===== src/porl_pkg.sv =====
// Package: register map, field layout and constants of the preset output line router
package porl_pkg;

    // ------------------------------------------------------------------
    // Sizing
    // ------------------------------------------------------------------
    localparam int NUM_PRESETS = 8;
    localparam int NUM_LINES = 4;
    localparam int PRESET_IDX_W = 3;
    localparam int LINE_IDX_W = 2;
    localparam int EXP_W = 24;
    localparam int GAIN_W = 16;
    localparam int SRC_W = 4;

    // ------------------------------------------------------------------
    // Register byte offsets
    // ------------------------------------------------------------------
    localparam logic [7:0] OFS_CTRL = 8'h00;
    localparam logic [7:0] OFS_EXPOSURE = 8'h04;
    localparam logic [7:0] OFS_GAIN = 8'h08;
    localparam logic [7:0] OFS_FF_TABLE = 8'h0C;
    localparam logic [7:0] OFS_LINE_SRC = 8'h10;
    localparam logic [7:0] OFS_LINE_VAL = 8'h14;
    localparam logic [7:0] OFS_LATCH_CMD = 8'h18;
    localparam logic [7:0] OFS_STATUS = 8'h1C;

    // ------------------------------------------------------------------
    // Control register fields
    // ------------------------------------------------------------------
    localparam int CTRL_PRESET_LSB = 0;
    localparam int CTRL_LINE_LSB = 4;
    localparam int CTRL_ACTIVE_LSB = 8;
    localparam int CTRL_CYCLE_EXP_BIT = 12;
    localparam int CTRL_CYCLE_GAIN_BIT = 13;
    localparam int CTRL_CYCLE_FF_BIT = 14;
    localparam int CTRL_CYCLE_OUT_BIT = 15;
    localparam int CTRL_LATCH_BIT = 16;
    localparam int STATUS_LINE_LSB = 0;

    // First physical connector line served by output index 0
    localparam int FIRST_LINE_NUMBER = 3;

    // ------------------------------------------------------------------
    // Reset values
    // ------------------------------------------------------------------
    localparam logic [EXP_W-1:0] EXP_RESET = 24'h000064;
    localparam logic [GAIN_W-1:0] GAIN_RESET = 16'h0100;
    localparam logic [EXP_W-1:0] STD_EXP_RESET = 24'h000064;
    localparam logic [GAIN_W-1:0] STD_GAIN_RESET = 16'h0100;

    // ------------------------------------------------------------------
    // Output pulse width
    // ------------------------------------------------------------------
    localparam int CLK_HZ = 20_000_000;
    localparam int PULSE_NS = 1000;
    localparam int PULSE_CYCLES = (PULSE_NS * (CLK_HZ / 1_000_000) + 999) / 1000;

    typedef enum logic [1:0] {
        FF_TABLE_ONE,
        FF_TABLE_TWO,
        FF_TABLE_THREE,
        FF_TABLE_FOUR
    } porl_ff_table_type;

    typedef enum logic [SRC_W-1:0] {
        SRC_OFF,
        SRC_SW_LEVEL,
        SRC_FRAME_BEGIN_PULSE,
        SRC_LINE_BEGIN_PULSE,
        SRC_EXP_BEGIN_PULSE,
        SRC_EXP_FINISH_PULSE,
        SRC_RD_BEGIN_PULSE,
        SRC_RD_FINISH_PULSE,
        SRC_GOOD_TRIG_PULSE,
        SRC_BAD_TRIG_PULSE,
        SRC_ACQ_BEGIN_PULSE,
        SRC_ACQ_FINISH_PULSE,
        SRC_TMR_A_DONE_PULSE
    } porl_src_type;

    localparam int NUM_EVENTS = 11;

endpackage : porl_pkg


===== src/porl_pulse_stretch.sv =====
// Module: one output line's event pulse stretcher with a pending event count
`timescale 1ns/1ns
`default_nettype none
module porl_pulse_stretch
    import porl_pkg::*;
#(
    parameter int WIDTH_CYCLES = PULSE_CYCLES
)
(
    input wire logic hclk,
    input wire logic hresetn,
    input wire logic clear,
    input wire logic event_in,
    output logic pulse_out
);
    localparam int CW = $clog2(WIDTH_CYCLES * 2 + 2);

    initial
    begin
        if (WIDTH_CYCLES < 1)
            $error("pulse width must be at least one cycle");
    end

    logic [CW-1:0] count_reg;
    logic [CW-1:0] count_next;
    logic [3:0] pend_reg;
    logic [3:0] pend_next;
    logic pulse_reg;
    logic pulse_next;

    // ------------------------------------------------------------------
    // Pulse timing
    // ------------------------------------------------------------------
    // A low gap of one pulse width plus one cycle separates queued pulses, so back to
    // back events remain visible as separate pulses.
    always_comb
    begin
        count_next = count_reg;
        pend_next = pend_reg;
        pulse_next = pulse_reg;
        if (clear)
        begin
            count_next = '0;
            pend_next = '0;
            pulse_next = 1'b0;
        end
        else
        begin
            if (event_in && pend_reg != 4'hF)
                pend_next = pend_reg + 4'h1;
            if (count_reg != '0)
            begin
                count_next = count_reg - CW'(1);
                if (count_reg == CW'(WIDTH_CYCLES + 1))
                    pulse_next = 1'b0;
            end
            else if (pend_next != '0)
            begin
                pend_next = pend_next - 4'h1;
                count_next = CW'(WIDTH_CYCLES * 2);
                pulse_next = 1'b1;
            end
        end
    end

    always_ff @(posedge hclk or negedge hresetn)
    begin
        if (!hresetn)
        begin
            count_reg <= '0;
            pend_reg <= '0;
            pulse_reg <= 1'b0;
        end
        else
        begin
            count_reg <= count_next;
            pend_reg <= pend_next;
            pulse_reg <= pulse_next;
        end
    end

    assign pulse_out = pulse_reg;

endmodule : porl_pulse_stretch
`default_nettype wire


===== src/porl_router.sv =====
// Module: preset table, output line routing and AHB-Lite register slave
//
// Decided for this implementation: the register addresses and the AHB-Lite register port.
`timescale 1ns/1ns
`default_nettype none
// Functional notes
// - Per-preset register accesses go to the preset named by the select field.
// - Each preset stores an exposure time in microseconds, applied when active.
// - Each preset stores a gain factor, applied when active.
// - Each preset picks one of four flat-field tables.
// - Line select field picks connector line 3 to 6 for output settings.
// - Selected line drives exactly one source; off leaves the circuit open.
// - Software level source drives the line from the software value.
// - Frame-begin source pulses at each frame-active start.
// - Line-begin source pulses at each line-active start.
// - Exposure sources pulse at exposure start or end.
// - Readout sources pulse at readout start or end.
// - Good trigger source pulses per accepted line trigger.
// - Bad trigger source pulses per rejected line trigger.
// - Acquisition sources pulse at acquisition start or stop.
// - Timer-done source pulses each time the first timer ends.
// - Software value closes circuit when active; latch mode waits for command.
// - Cycling a feature makes the standard setting read-only; here standard exposure/gain is hidden, preset 0 ff/outputs stay writable.
module porl_router
    import porl_pkg::*;
#(
    parameter int PRESETS = NUM_PRESETS
)
(
    input wire logic hclk,
    input wire logic hresetn,
    input wire logic hsel,
    input wire logic [31:0] haddr,
    input wire logic [1:0] htrans,
    input wire logic hwrite,
    input wire logic [2:0] hsize,
    input wire logic [31:0] hwdata,
    input wire logic hready,
    output logic [31:0] hrdata,
    output logic hreadyout,
    output logic hresp,
    input wire logic frame_active,
    input wire logic line_active,
    input wire logic exposure_active,
    input wire logic readout_active,
    input wire logic acq_active,
    input wire logic good_trig_event,
    input wire logic bad_trig_event,
    input wire logic tmr_a_done_event,
    output logic [EXP_W-1:0] active_exposure_us,
    output logic [GAIN_W-1:0] active_gain_factor,
    output logic [1:0] active_ff_table,
    output logic [NUM_LINES-1:0] line_out,
    output logic [NUM_LINES-1:0] line_oe
);
    initial
    begin
        if (PRESETS < 1 || PRESETS > NUM_PRESETS)
            $error("preset count out of range");
    end

    // ------------------------------------------------------------------
    // Input synchronisers and edge events
    // ------------------------------------------------------------------
    localparam int NSYNC = 8;
    logic [NSYNC-1:0] meta_reg;
    logic [NSYNC-1:0] sync_reg;
    logic [NSYNC-1:0] prev_reg;
    logic [NSYNC-1:0] rise;
    logic [NSYNC-1:0] fall;
    logic [NUM_EVENTS-1:0] ev;

    always_ff @(posedge hclk or negedge hresetn)
    begin
        if (!hresetn)
        begin
            meta_reg <= '0;
            sync_reg <= '0;
            prev_reg <= '0;
        end
        else
        begin
            meta_reg <= {tmr_a_done_event, bad_trig_event, good_trig_event, acq_active,
                         readout_active, exposure_active, line_active, frame_active};
            sync_reg <= meta_reg;
            prev_reg <= sync_reg;
        end
    end

    assign rise = sync_reg & ~prev_reg;
    assign fall = ~sync_reg & prev_reg;
    // Event order follows the pulse sources, starting at frame begin
    assign ev = {rise[7], fall[4], rise[4], rise[6], rise[5], fall[3], rise[3], fall[2],
                 rise[2], rise[1], rise[0]};

    // ------------------------------------------------------------------
    // Register state
    // ------------------------------------------------------------------
    logic [31:0] ctrl_reg;
    logic [31:0] ctrl_next;
    logic [EXP_W-1:0] exp_reg [PRESETS];
    logic [EXP_W-1:0] exp_next [PRESETS];
    logic [GAIN_W-1:0] gain_reg [PRESETS];
    logic [GAIN_W-1:0] gain_next [PRESETS];
    logic [1:0] ff_reg [PRESETS];
    logic [1:0] ff_next [PRESETS];
    logic [SRC_W-1:0] src_reg [PRESETS][NUM_LINES];
    logic [SRC_W-1:0] src_next [PRESETS][NUM_LINES];
    logic [NUM_LINES-1:0] swv_reg [PRESETS];
    logic [NUM_LINES-1:0] swv_next [PRESETS];
    logic [NUM_LINES-1:0] latched_reg;
    logic [NUM_LINES-1:0] latched_next;
    logic [EXP_W-1:0] std_exp_reg;
    logic [EXP_W-1:0] std_exp_next;
    logic [GAIN_W-1:0] std_gain_reg;
    logic [GAIN_W-1:0] std_gain_next;
    logic [31:0] rdata_reg;
    logic [31:0] rdata_next;
    logic wr_pend_reg;
    logic wr_pend_next;
    logic [7:0] wr_addr_reg;
    logic [7:0] wr_addr_next;
    logic [NUM_LINES-1:0] line_out_reg;
    logic [NUM_LINES-1:0] line_out_next;
    logic [NUM_LINES-1:0] line_oe_reg;
    logic [NUM_LINES-1:0] line_oe_next;

    logic [PRESET_IDX_W-1:0] sel_p;
    logic [PRESET_IDX_W-1:0] act_p;
    logic [LINE_IDX_W-1:0] sel_l;
    logic latch_mode;
    logic addr_phase;
    logic [7:0] rd_addr;

    assign sel_p = ctrl_reg[CTRL_PRESET_LSB +: PRESET_IDX_W];
    assign act_p = ctrl_reg[CTRL_ACTIVE_LSB +: PRESET_IDX_W];
    assign sel_l = ctrl_reg[CTRL_LINE_LSB +: LINE_IDX_W];
    assign latch_mode = ctrl_reg[CTRL_LATCH_BIT];
    assign addr_phase = hsel && hready && htrans[1];
    assign rd_addr = haddr[7:0];

    // ------------------------------------------------------------------
    // Bus write and read next state
    // ------------------------------------------------------------------
    // Writes land in the data phase; the slave never stalls (zero waits).
    always_comb
    begin
        ctrl_next = ctrl_reg;
        exp_next = exp_reg;
        gain_next = gain_reg;
        ff_next = ff_reg;
        src_next = src_reg;
        swv_next = swv_reg;
        std_exp_next = std_exp_reg;
        std_gain_next = std_gain_reg;
        latched_next = latch_mode ? latched_reg : swv_reg[act_p];
        rdata_next = rdata_reg;
        wr_pend_next = addr_phase && hwrite;
        wr_addr_next = addr_phase ? haddr[7:0] : wr_addr_reg;
        if (wr_pend_reg)
        begin
            case (wr_addr_reg)
                OFS_CTRL: ctrl_next = hwdata;
                OFS_EXPOSURE:
                    if (ctrl_reg[CTRL_CYCLE_EXP_BIT])
                        exp_next[sel_p] = hwdata[EXP_W-1:0];
                    else
                        std_exp_next = hwdata[EXP_W-1:0];
                OFS_GAIN:
                    if (ctrl_reg[CTRL_CYCLE_GAIN_BIT])
                        gain_next[sel_p] = hwdata[GAIN_W-1:0];
                    else
                        std_gain_next = hwdata[GAIN_W-1:0];
                OFS_FF_TABLE: ff_next[sel_p] = hwdata[1:0];
                OFS_LINE_SRC: src_next[sel_p][sel_l] = hwdata[SRC_W-1:0];
                OFS_LINE_VAL: swv_next[sel_p][sel_l] = hwdata[0];
                OFS_LATCH_CMD:
                    if (hwdata[0])
                        latched_next = swv_reg[act_p];
                default: ;
            endcase
        end
        if (addr_phase && !hwrite)
        begin
            case (rd_addr)
                OFS_CTRL: rdata_next = ctrl_reg;
                OFS_EXPOSURE: rdata_next = 32'(ctrl_reg[CTRL_CYCLE_EXP_BIT] ?
                                               exp_reg[sel_p] : std_exp_reg);
                OFS_GAIN: rdata_next = 32'(ctrl_reg[CTRL_CYCLE_GAIN_BIT] ?
                                           gain_reg[sel_p] : std_gain_reg);
                OFS_FF_TABLE: rdata_next = 32'(ff_reg[sel_p]);
                OFS_LINE_SRC: rdata_next = 32'(src_reg[sel_p][sel_l]);
                OFS_LINE_VAL: rdata_next = 32'(swv_reg[sel_p][sel_l]);
                OFS_STATUS: rdata_next = 32'(line_out_reg) << STATUS_LINE_LSB;
                default: rdata_next = 32'h00000000;
            endcase
        end
    end

    // ------------------------------------------------------------------
    // Line routing
    // ------------------------------------------------------------------
    // Pulse stretchers run on every line regardless of source, so a
    // source change only picks a new, already settled level.
    logic [NUM_EVENTS-1:0] pulses [NUM_LINES];
    logic [SRC_W-1:0] cur_src [NUM_LINES];
    logic [NUM_LINES-1:0] sw_level;

    assign sw_level = latch_mode ? latched_reg : swv_reg[act_p];

    for (genvar l = 0; l < NUM_LINES; l++)
    begin : g_line
        // Standard (non cycling) routing uses preset zero's entry
        assign cur_src[l] = ctrl_reg[CTRL_CYCLE_OUT_BIT] ? src_reg[act_p][l] : src_reg[0][l];
        for (genvar e = 0; e < NUM_EVENTS; e++)
        begin : g_ev
            porl_pulse_stretch u_stretch (
                .hclk(hclk),
                .hresetn(hresetn),
                .clear(1'b0),
                .event_in(ev[e]),
                .pulse_out(pulses[l][e])
            );
        end
    end

    always_comb
    begin
        line_out_next = line_out_reg;
        line_oe_next = line_oe_reg;
        for (int l = 0; l < NUM_LINES; l++)
        begin
            case (porl_src_type'(cur_src[l]))
                SRC_OFF:
                begin
                    line_out_next[l] = 1'b0;
                    line_oe_next[l] = 1'b0;
                end
                SRC_SW_LEVEL:
                begin
                    line_out_next[l] = sw_level[l];
                    line_oe_next[l] = 1'b1;
                end
                default:
                begin
                    if (cur_src[l] <= SRC_W'(SRC_TMR_A_DONE_PULSE))
                    begin
                        line_out_next[l] = pulses[l][cur_src[l] - SRC_W'(SRC_FRAME_BEGIN_PULSE)];
                        line_oe_next[l] = 1'b1;
                    end
                end
            endcase
        end
    end

    // ------------------------------------------------------------------
    // Registers
    // ------------------------------------------------------------------
    always_ff @(posedge hclk or negedge hresetn)
    begin
        if (!hresetn)
        begin
            ctrl_reg <= 32'h00000000;
            for (int p = 0; p < PRESETS; p++)
            begin
                exp_reg[p] <= EXP_RESET;
                gain_reg[p] <= GAIN_RESET;
                ff_reg[p] <= 2'h0;
                swv_reg[p] <= '0;
                for (int l = 0; l < NUM_LINES; l++)
                    src_reg[p][l] <= '0;
            end
            std_exp_reg <= STD_EXP_RESET;
            std_gain_reg <= STD_GAIN_RESET;
            latched_reg <= '0;
            rdata_reg <= 32'h00000000;
            wr_pend_reg <= 1'b0;
            wr_addr_reg <= 8'h00;
            line_out_reg <= '0;
            line_oe_reg <= '0;
            active_exposure_us <= STD_EXP_RESET;
            active_gain_factor <= STD_GAIN_RESET;
            active_ff_table <= 2'h0;
        end
        else
        begin
            ctrl_reg <= ctrl_next;
            exp_reg <= exp_next;
            gain_reg <= gain_next;
            ff_reg <= ff_next;
            src_reg <= src_next;
            swv_reg <= swv_next;
            std_exp_reg <= std_exp_next;
            std_gain_reg <= std_gain_next;
            latched_reg <= latched_next;
            rdata_reg <= rdata_next;
            wr_pend_reg <= wr_pend_next;
            wr_addr_reg <= wr_addr_next;
            line_out_reg <= line_out_next;
            line_oe_reg <= line_oe_next;
            // Cycling features take the active preset; others the standard value
            active_exposure_us <= ctrl_reg[CTRL_CYCLE_EXP_BIT] ? exp_reg[act_p] : std_exp_reg;
            active_gain_factor <= ctrl_reg[CTRL_CYCLE_GAIN_BIT] ? gain_reg[act_p] : std_gain_reg;
            active_ff_table <= ctrl_reg[CTRL_CYCLE_FF_BIT] ? ff_reg[act_p] : ff_reg[0];
        end
    end

    assign hrdata = rdata_reg;
    assign hreadyout = 1'b1;
    assign hresp = 1'b0;
    assign line_out = line_out_reg;
    assign line_oe = line_oe_reg;

endmodule : porl_router
`default_nettype wire


===== config.mk =====
export PLATFORM = sky130hd
export DESIGN_NAME = porl_router
export DESIGN_NICKNAME = d
export VERILOG_FILES = /design/src/porl_pkg.sv /design/src/porl_pulse_stretch.sv /design/src/porl_router.sv
export SDC_FILE = /design/constraint.sdc
export NUM_CORES = 2
export LEC_CHECK = 0
export CAP_MARGIN = 40
export CORE_UTILIZATION = 65
export CTS_BUF_LIST = sky130_fd_sc_hd__clkbuf_4
export DETAILED_ROUTE_END_ITERATION = 16
export DONT_BUFFER_PORTS = 1
export MAX_ROUTING_LAYER = met4
export PLACE_DENSITY = 0.81
export RECOVER_POWER = 50
export SYNTH_ARGS = -nofsm -noshare
export SYNTH_HDL_FRONTEND = slang
export SYNTH_SLANG_ARGS = --single-unit

===== constraint.sdc =====
create_clock -name hclk -period 3.6 [get_ports hclk]
set_input_delay 0.36 -clock hclk [delete_from_list [all_inputs] [get_ports hclk]]
set_output_delay 0.36 -clock hclk [all_outputs]
set_load 0.01 [all_outputs]

=== Word level (Yosys, flattened, before mapping) ===
Cells that the tools add are included.

* Bits in registers: 1171
* Output and inout bits: 84

* Bitwise operators: 9
* Multiplexer cells: 444
* Add/subtract/negate cells: 136
* Reductions and logical operators: 246
* Eq/ne operators: 148
* Magnitude comparators: 15

{| class="wikitable"
|+ Operators by type and width
! operator !! count
|-
| 2-to-1 mux 4 bit || 148
|-
| 2-to-1 mux 6 bit || 88
|-
| == test 6 x 5 -> 1 bit, second input constant || 44
|-
| nonzero test 6 bit || 44
|-
| subtractor 6 x 1 -> 6 bit, second input constant || 44
|-
| bitwise mux 128 bit || 2
|-
| case mux 32 bit (7 select lines) || 1
|-
| binary-select mux 16 bit (select 3 bit) || 4
|-
| bitwise mux 192 bit || 1
|-
| 2-to-1 mux 16 bit || 12
|-
| adder 4 x 1 -> 4 bit, second input constant || 44
|-
| != test 4 bit, second input constant || 44
|-
| nonzero test 4 bit || 44
|-
| subtractor 4 x 1 -> 4 bit, second input constant || 44
|-
| 2-to-1 mux 24 bit || 7
|-
| 2-to-1 mux 1 bit || 146
|-
| binary-select mux 24 bit (select 3 bit) || 2
|-
| demux 16 bit (select 3 bit) || 2
|-
| AND reduction 2 bit || 48
|-
| != test 2 bit, second input constant || 44
|-
| nonzero test 2 bit || 44
|-
| demux 24 bit (select 3 bit) || 1
|-
| logical AND 1 bit || 51
|-
| == test 8 x 5 -> 1 bit, second input constant || 6
|-
| other kinds (37) || 83
|}

=== Longest topological paths before layout ===
* Depth after elaboration: 10
* Depth in mapped cells: 13

=== Modules after synthesis ===
Synthesis repeated with hierarchy kept, for this count alone.

* Cell total of the unflattened synthesis: 5910
* Area total of the unflattened synthesis: 66157.2 um2

{| class="wikitable"
|+ By module, submodules not included
! module !! area an instance (um2) !! instances !! cells an instance !! sequential area each (um2)
|-
| porl_router || 34332.9 || 1 || 2691 || 17241.5
|-
| porl_pulse_stretch (g_line[0].g_ev[0].u_stretch ...) || 723.2 || 43 || 73 || 275.3
|-
| porl_pulse_stretch (g_line[2].g_ev[9].u_stretch) || 726.9 || 1 || 80 || 275.3
|}

=== Worst setup path before layout ===
Ideal clock, no wire load.

* Path kind: flip-flop to flip-flop
* From: reg ctrl_reg[8]
* To: reg line_out_reg[3] (netlist: line_out[3])
* Required time: 3.508 ns
* Slack: 0.947 ns
* Arrival: 2.562 ns
* Library setup time: 0.092 ns
* Stages on the path, launching flop included: 11
* Path through: dfrtp_1 > buf_6 > buf_6 > mux4_2 > mux2_2 > mux2i_1 > ha_1 > and2_1 > a221oi_2 > a31oi_1 > o31ai_2

* Word-level cells in the longest chain between the ends: 10
* Elaborated cells between the ends (all ways): 18
* Classes of those cells: 1 x add/sub; 1 x order compare; 1 x eq/ne; 12 x mux; 1 x bitwise; 2 x reduce/logical

{| class="wikitable"
|+ Ends and longest elaborated chain
! what !! RTL line !! source
|-
| start, declared || porl_router.sv:99 || <nowiki>logic [31:0] ctrl_reg;</nowiki>
|-
| start signal, assigned || porl_router.sv:287 || <nowiki>ctrl_reg <= ctrl_next;</nowiki>
|-
| inverter 3 -> 4 bit (implied by the code) (*) || porl_router.sv:209, porl_router.sv:214 ||
|-
| binary-select mux 16 bit (select 3 bit) || porl_router.sv:214 || <nowiki>assign cur_src[l] = ctrl_reg[CTRL_CYCLE_OUT_BIT] ? src_reg[act_p][l] : src_reg[0][l];</nowiki>
|-
| 2-to-1 mux 16 bit (implied by the code) (2 in a row) || porl_router.sv:214 ||
|-
| 2-to-1 mux 4 bit || porl_router.sv:214 ||
|-
| subtractor 4 x 2 -> 4 bit || porl_router.sv:248 || <nowiki>line_out_next[l] = pulses[l][cur_src[l] - SRC_W'(SRC_FRAME_BEGIN_PULSE)];</nowiki>
|-
| binary-select mux 1 bit (select 4 bit) || porl_router.sv:248 ||
|-
| 2-to-1 mux 1 bit (implied by the code) || porl_router.sv:248 ||
|-
| 2-to-1 mux 1 bit || porl_router.sv:246 || <nowiki>if (cur_src[l] <= SRC_W'(SRC_TMR_A_DONE_PULSE))</nowiki>
|-
| case mux 1 bit (2 select lines) || porl_router.sv:233 || <nowiki>case (porl_src_type'(cur_src[l]))</nowiki>
|-
| end signal, assigned || porl_router.sv:299 || <nowiki>line_out_reg <= line_out_next;</nowiki>
|-
| end, declared || porl_router.sv:123 || <nowiki>logic [NUM_LINES-1:0] line_out_reg;</nowiki>
|}

Every way passes the cells marked *; elsewhere a longest branch is shown, timed or not. The select of a mux whose other input is x is not followed.
A chain may end at the register's enable or synchronous reset.

=== Worst setup path after layout ===
* From: reg ctrl_reg[2]
* To: reg gain_reg[35] (netlist bit)

* Word-level cells in the longest chain between the ends: 6
* Elaborated cells between the ends (all ways): 7
* Classes of those cells: 2 x order compare; 3 x mux; 1 x bitwise; 1 x reduce/logical

{| class="wikitable"
|+ Ends and longest elaborated chain
! what !! RTL line !! source
|-
| inverter 3 -> 4 bit (implied by the code) (*) || porl_router.sv:171 || <nowiki>gain_next[sel_p] = hwdata[GAIN_W-1:0];</nowiki>
|-
| >= comparator 4 bit (implied by the code) or < comparator 4 x 1 -> 1 bit (tied branches) || porl_router.sv:171 ||
|-
| logical AND 1 bit (implied by the code) || porl_router.sv:171 ||
|-
| 2-to-1 mux 16 bit (implied by the code) || porl_router.sv:171 ||
|-
| demux 16 bit (select 3 bit) (*) || porl_router.sv:171 ||
|-
| bitwise mux 128 bit (*) || porl_router.sv:171 ||
|-
| end signal, assigned || porl_router.sv:289 || <nowiki>gain_reg <= gain_next;</nowiki>
|-
| end, declared || porl_router.sv:103 || <nowiki>logic [GAIN_W-1:0] gain_reg [PRESETS];</nowiki>
|}

Every way passes the cells marked *; elsewhere a longest branch is shown, timed or not.

==> qor.csv <==
metric,value,unit
htree_levels,5,
fillers,6243,
cap_viol_max_count,1,
reg2reg_slack,0.21,ns
hold_class,in2reg,
placed_cell_area,0.06317,mm^2
synth_sequential_area_ratio,0.4756,
routed_wl,155300,um
r2r_end,gain_reg[35],
crit_slowest_cell,and3b_2,
whs_endpoint,exp_reg[65],
die_x,310.1,um
synth.area.top_cells,"dfrtp_1 (46%), mux2_2 (12%), mux2i_1 (5.3%)",
grt_pass1_vias,46210,
largest_reg_flops,264,
path_class,reg2reg,
design_area,0.06803,mm^2
fmax,0.2951,GHz
final_hold_viol_count,0,
ant_nets,0,
synth.most_common_cell,dfrtp_1,
insertion_delay,1.24,ns
firstDrtPassIters,6,
area_growth,10.22,%
vias,45960,
failed_checks,"capacitance limit, slew limit",
final.setup.tns,0,ns
ir_worst_vdd,0.0004463,V
grt_max_degree,1172,
reg2reg_depth,5,
dieArea,0.09619,mm^2
syn-instance-count,5462,
p_leak,30.12,nW
synth_edf_count,0,
cts.clk_slew.worst_paths,0.08,ns
setup_viol,0,
drive_gt1_frac,0.2392,
combPwrFrac,0.292,
min_period,3.389,ns
cts_buffers,322,
reg2reg_from,ctrl_reg[2],
max_stage_delay,0.68,ns
start_util,0.6583,
finClkSkew,0.1275,ns
arrival,4.52,ns
place.gp.congestion,0.9029,
grt_antenna_before_repair,5,
core_area,0.09375,mm^2
port_buffers,0,
synth_cell_type_count,83,
slew_headroom,-0.2229,
worst_slew_pin_slew,1.834,ns
finalMaxSlewViolations,72,
ys_warn_count,0,
drtIter0Drc,4225,
overflow,0,
die_h,310.1,um
worstPathMaxFanout,23,
ios,166,
clock_sinks,1171,
cts.path.max_buffers,4,
crit_required,4.73,ns
period_share,0.9413,
hold_path_depth,2,
rows,112,
fin_nets,6035,
syn-num-nets,5768,
power_frac_seq,0.451,
p_sw_frac,0.3633,
clockPowerShare,0.257,
avgSynthCellArea,11.30,um^2
path_delay_family,simple AND/OR/NAND/NOR gates,
drc,0,
via_per_inst,6.397,
cp-start-kind,flop,
synth_top_area_frac,0.4586,
synth_area_leader_cell,dfrtp_1,
async_reset_ff_frac,1.000,
intPower,28.14,mW
synth.top_cells.by_count,"dfrtp_1 (1131), mux2_2 (636), nand2_1 (440)",
p_per_area,649.7,mW/mm^2
cts_setup_buffers,0,
cp-end-kind,flop,
grt_use_total,0.3326,
ys.flop_type,dfrtp_1,
syn_area,0.06172,mm^2
ys_ff_latch,1171,
crit_buf_inv,2,
crit_chain,and3b_2 -> buf_4 -> nand2_1 -> mux2_2 -> dlygate4sd3_1,
rsz0062_at_grt,no,
cts_tree,built,
wl_per_cell,21.62,um
min_from,hwdata[17],
dp_hpwl,96590,um
status,"finished, violations left",
power.switching,16.06,mW
grt_pass1_wl,244200,um
cts_root_buf,clkbuf_4,
crit_start,ctrl_reg[2],
-- layout by cell type, fill, tap and decap left out, types with 9 or more instances in the layout --
master and count:
o31ai_1 11, xnor2_1 82, o21ai_0 236, nand4b_1 30, mux4_2 121, clkinv_2 9, buf_12 13, nor2b_1 53
nand2_1 440, a21o_1 54, clkbuf_1 15, buf_4 80, nand3_1 184, inv_1 136, mux2i_1 325, mux2_2 635
clkinv_1 41, nor4_1 10, xor2_1 90, a31oi_1 47, nor3b_1 25, nor3_1 125, dlygate4sd3_1 83, buf_16 11
ha_1 224, diode_2 11, nand4_1 122, and3_1 16, dfstp_2 36, a21oi_1 159, a221oi_1 23, nor2_1 349
clkbuf_4 456, dfrtp_1 1123, o22ai_1 16, nand2b_1 157, a22oi_1 141, and3b_1 14, or3_1 13, a22o_1 24
-- layout make-up --
| type | instances | area (um^2) | area share |
|---|---|---|---|
| multi-input combinational | 3886 | 30720 | 0.4517 |
| sequential | 1171 | 29370 | 0.4318 |
| clock buffer | 456 | 3423 | 0.05032 |
| timing repair buffer | 211 | 2126 | 0.03125 |
| tap | 1254 | 1569 | 0.02306 |
| inverter | 137 | 514.2 | 0.007560 |
| clock inverter | 58 | 267.8 | 0.003936 |
| antenna | 11 | 27.53 | 0.0004047 |
-- how the worst max path moves through the flow --
stage	depth (start not counted)	slack [ns]	endpoint
after global placement	8	0.51	line_out[3]
after floorplan	10	0.95	line_out[3]
final	5	0.21	gain_reg[35]
after global routing	8	0.08	g_line[2].g_ev[9].u_stretch.count_reg[0]
after CTS	7	0.22	src_reg[77]
after detailed placement	7	0.50	line_out[3]
-- per-stage QoR --
stage | instances | power, mW | util | setup WS (ns) | hold slack (ns)
global route | 7184 | 47.33 | 0.7256 | 0.08274 | 0.07641
CTS | 7159 | 44.00 | 0.7229 | 0.2171 | -1.201
detailed placement | 6560 | 32.39 | 0.6738 | 0.4954 | 0.1092
finish | 7184 | 44.20 | 0.7256 | 0.2114 | 0.09982
floorplan | 5462 | 29.08 | - | 0.9465 | 0.06441
global placement | 6553 | 31.44 | 0.6731 | 0.5100 | 0.1191
-- worst reg2reg max path, stage by stage (launching register included) --
cell           delay [ns]
dfrtp_4              0.66
and3b_2              0.69
buf_4                0.32
nand2_1              0.55
mux2_2               0.49
dlygate4sd3_1        0.56
-- power by group through the flow --
stage                     logic [mW]  clock network (mW)  registers [mW]
after floorplan                 10.2                   0            18.9
after global placement          11.6                   0            19.9
after detailed placement        12.3                   0            20.0
after CTS                       12.6                11.5            19.9
after global routing            14.7                12.3            20.4
final                           12.9                11.3            19.9
-- repair_timing --
item                       in CTS  in global routing
hold buffers                   85                  9
setup endpoints to repair       0                  2
gates resized for setup         0                  1
hold endpoints to repair     1789                327
-- cell families after synthesis --
logic type,after synthesis,share of synthesized area
and+or+nand+nor,1603,0.1283
DFF,1171,0.4756
muxes,1090,0.2161
AOI/OAI and AO/OA,795,0.08241
buffers and inverters,405,0.02757
adders and majority gates,224,0.04541
xor gates and xnor gates,172,0.02441
other,2,0.0001217
-- layer usage --
layer  up-vias  track usage  part of all wire
met5         -            -                 0
met4         0       0.1836             0.054
met3       645      0.08384             0.093
met2      2066       0.5196              0.47
met1     22710       0.3956              0.38
li1      20540            -                 -
No activity file was read; power rests on OpenSTA's default activity.
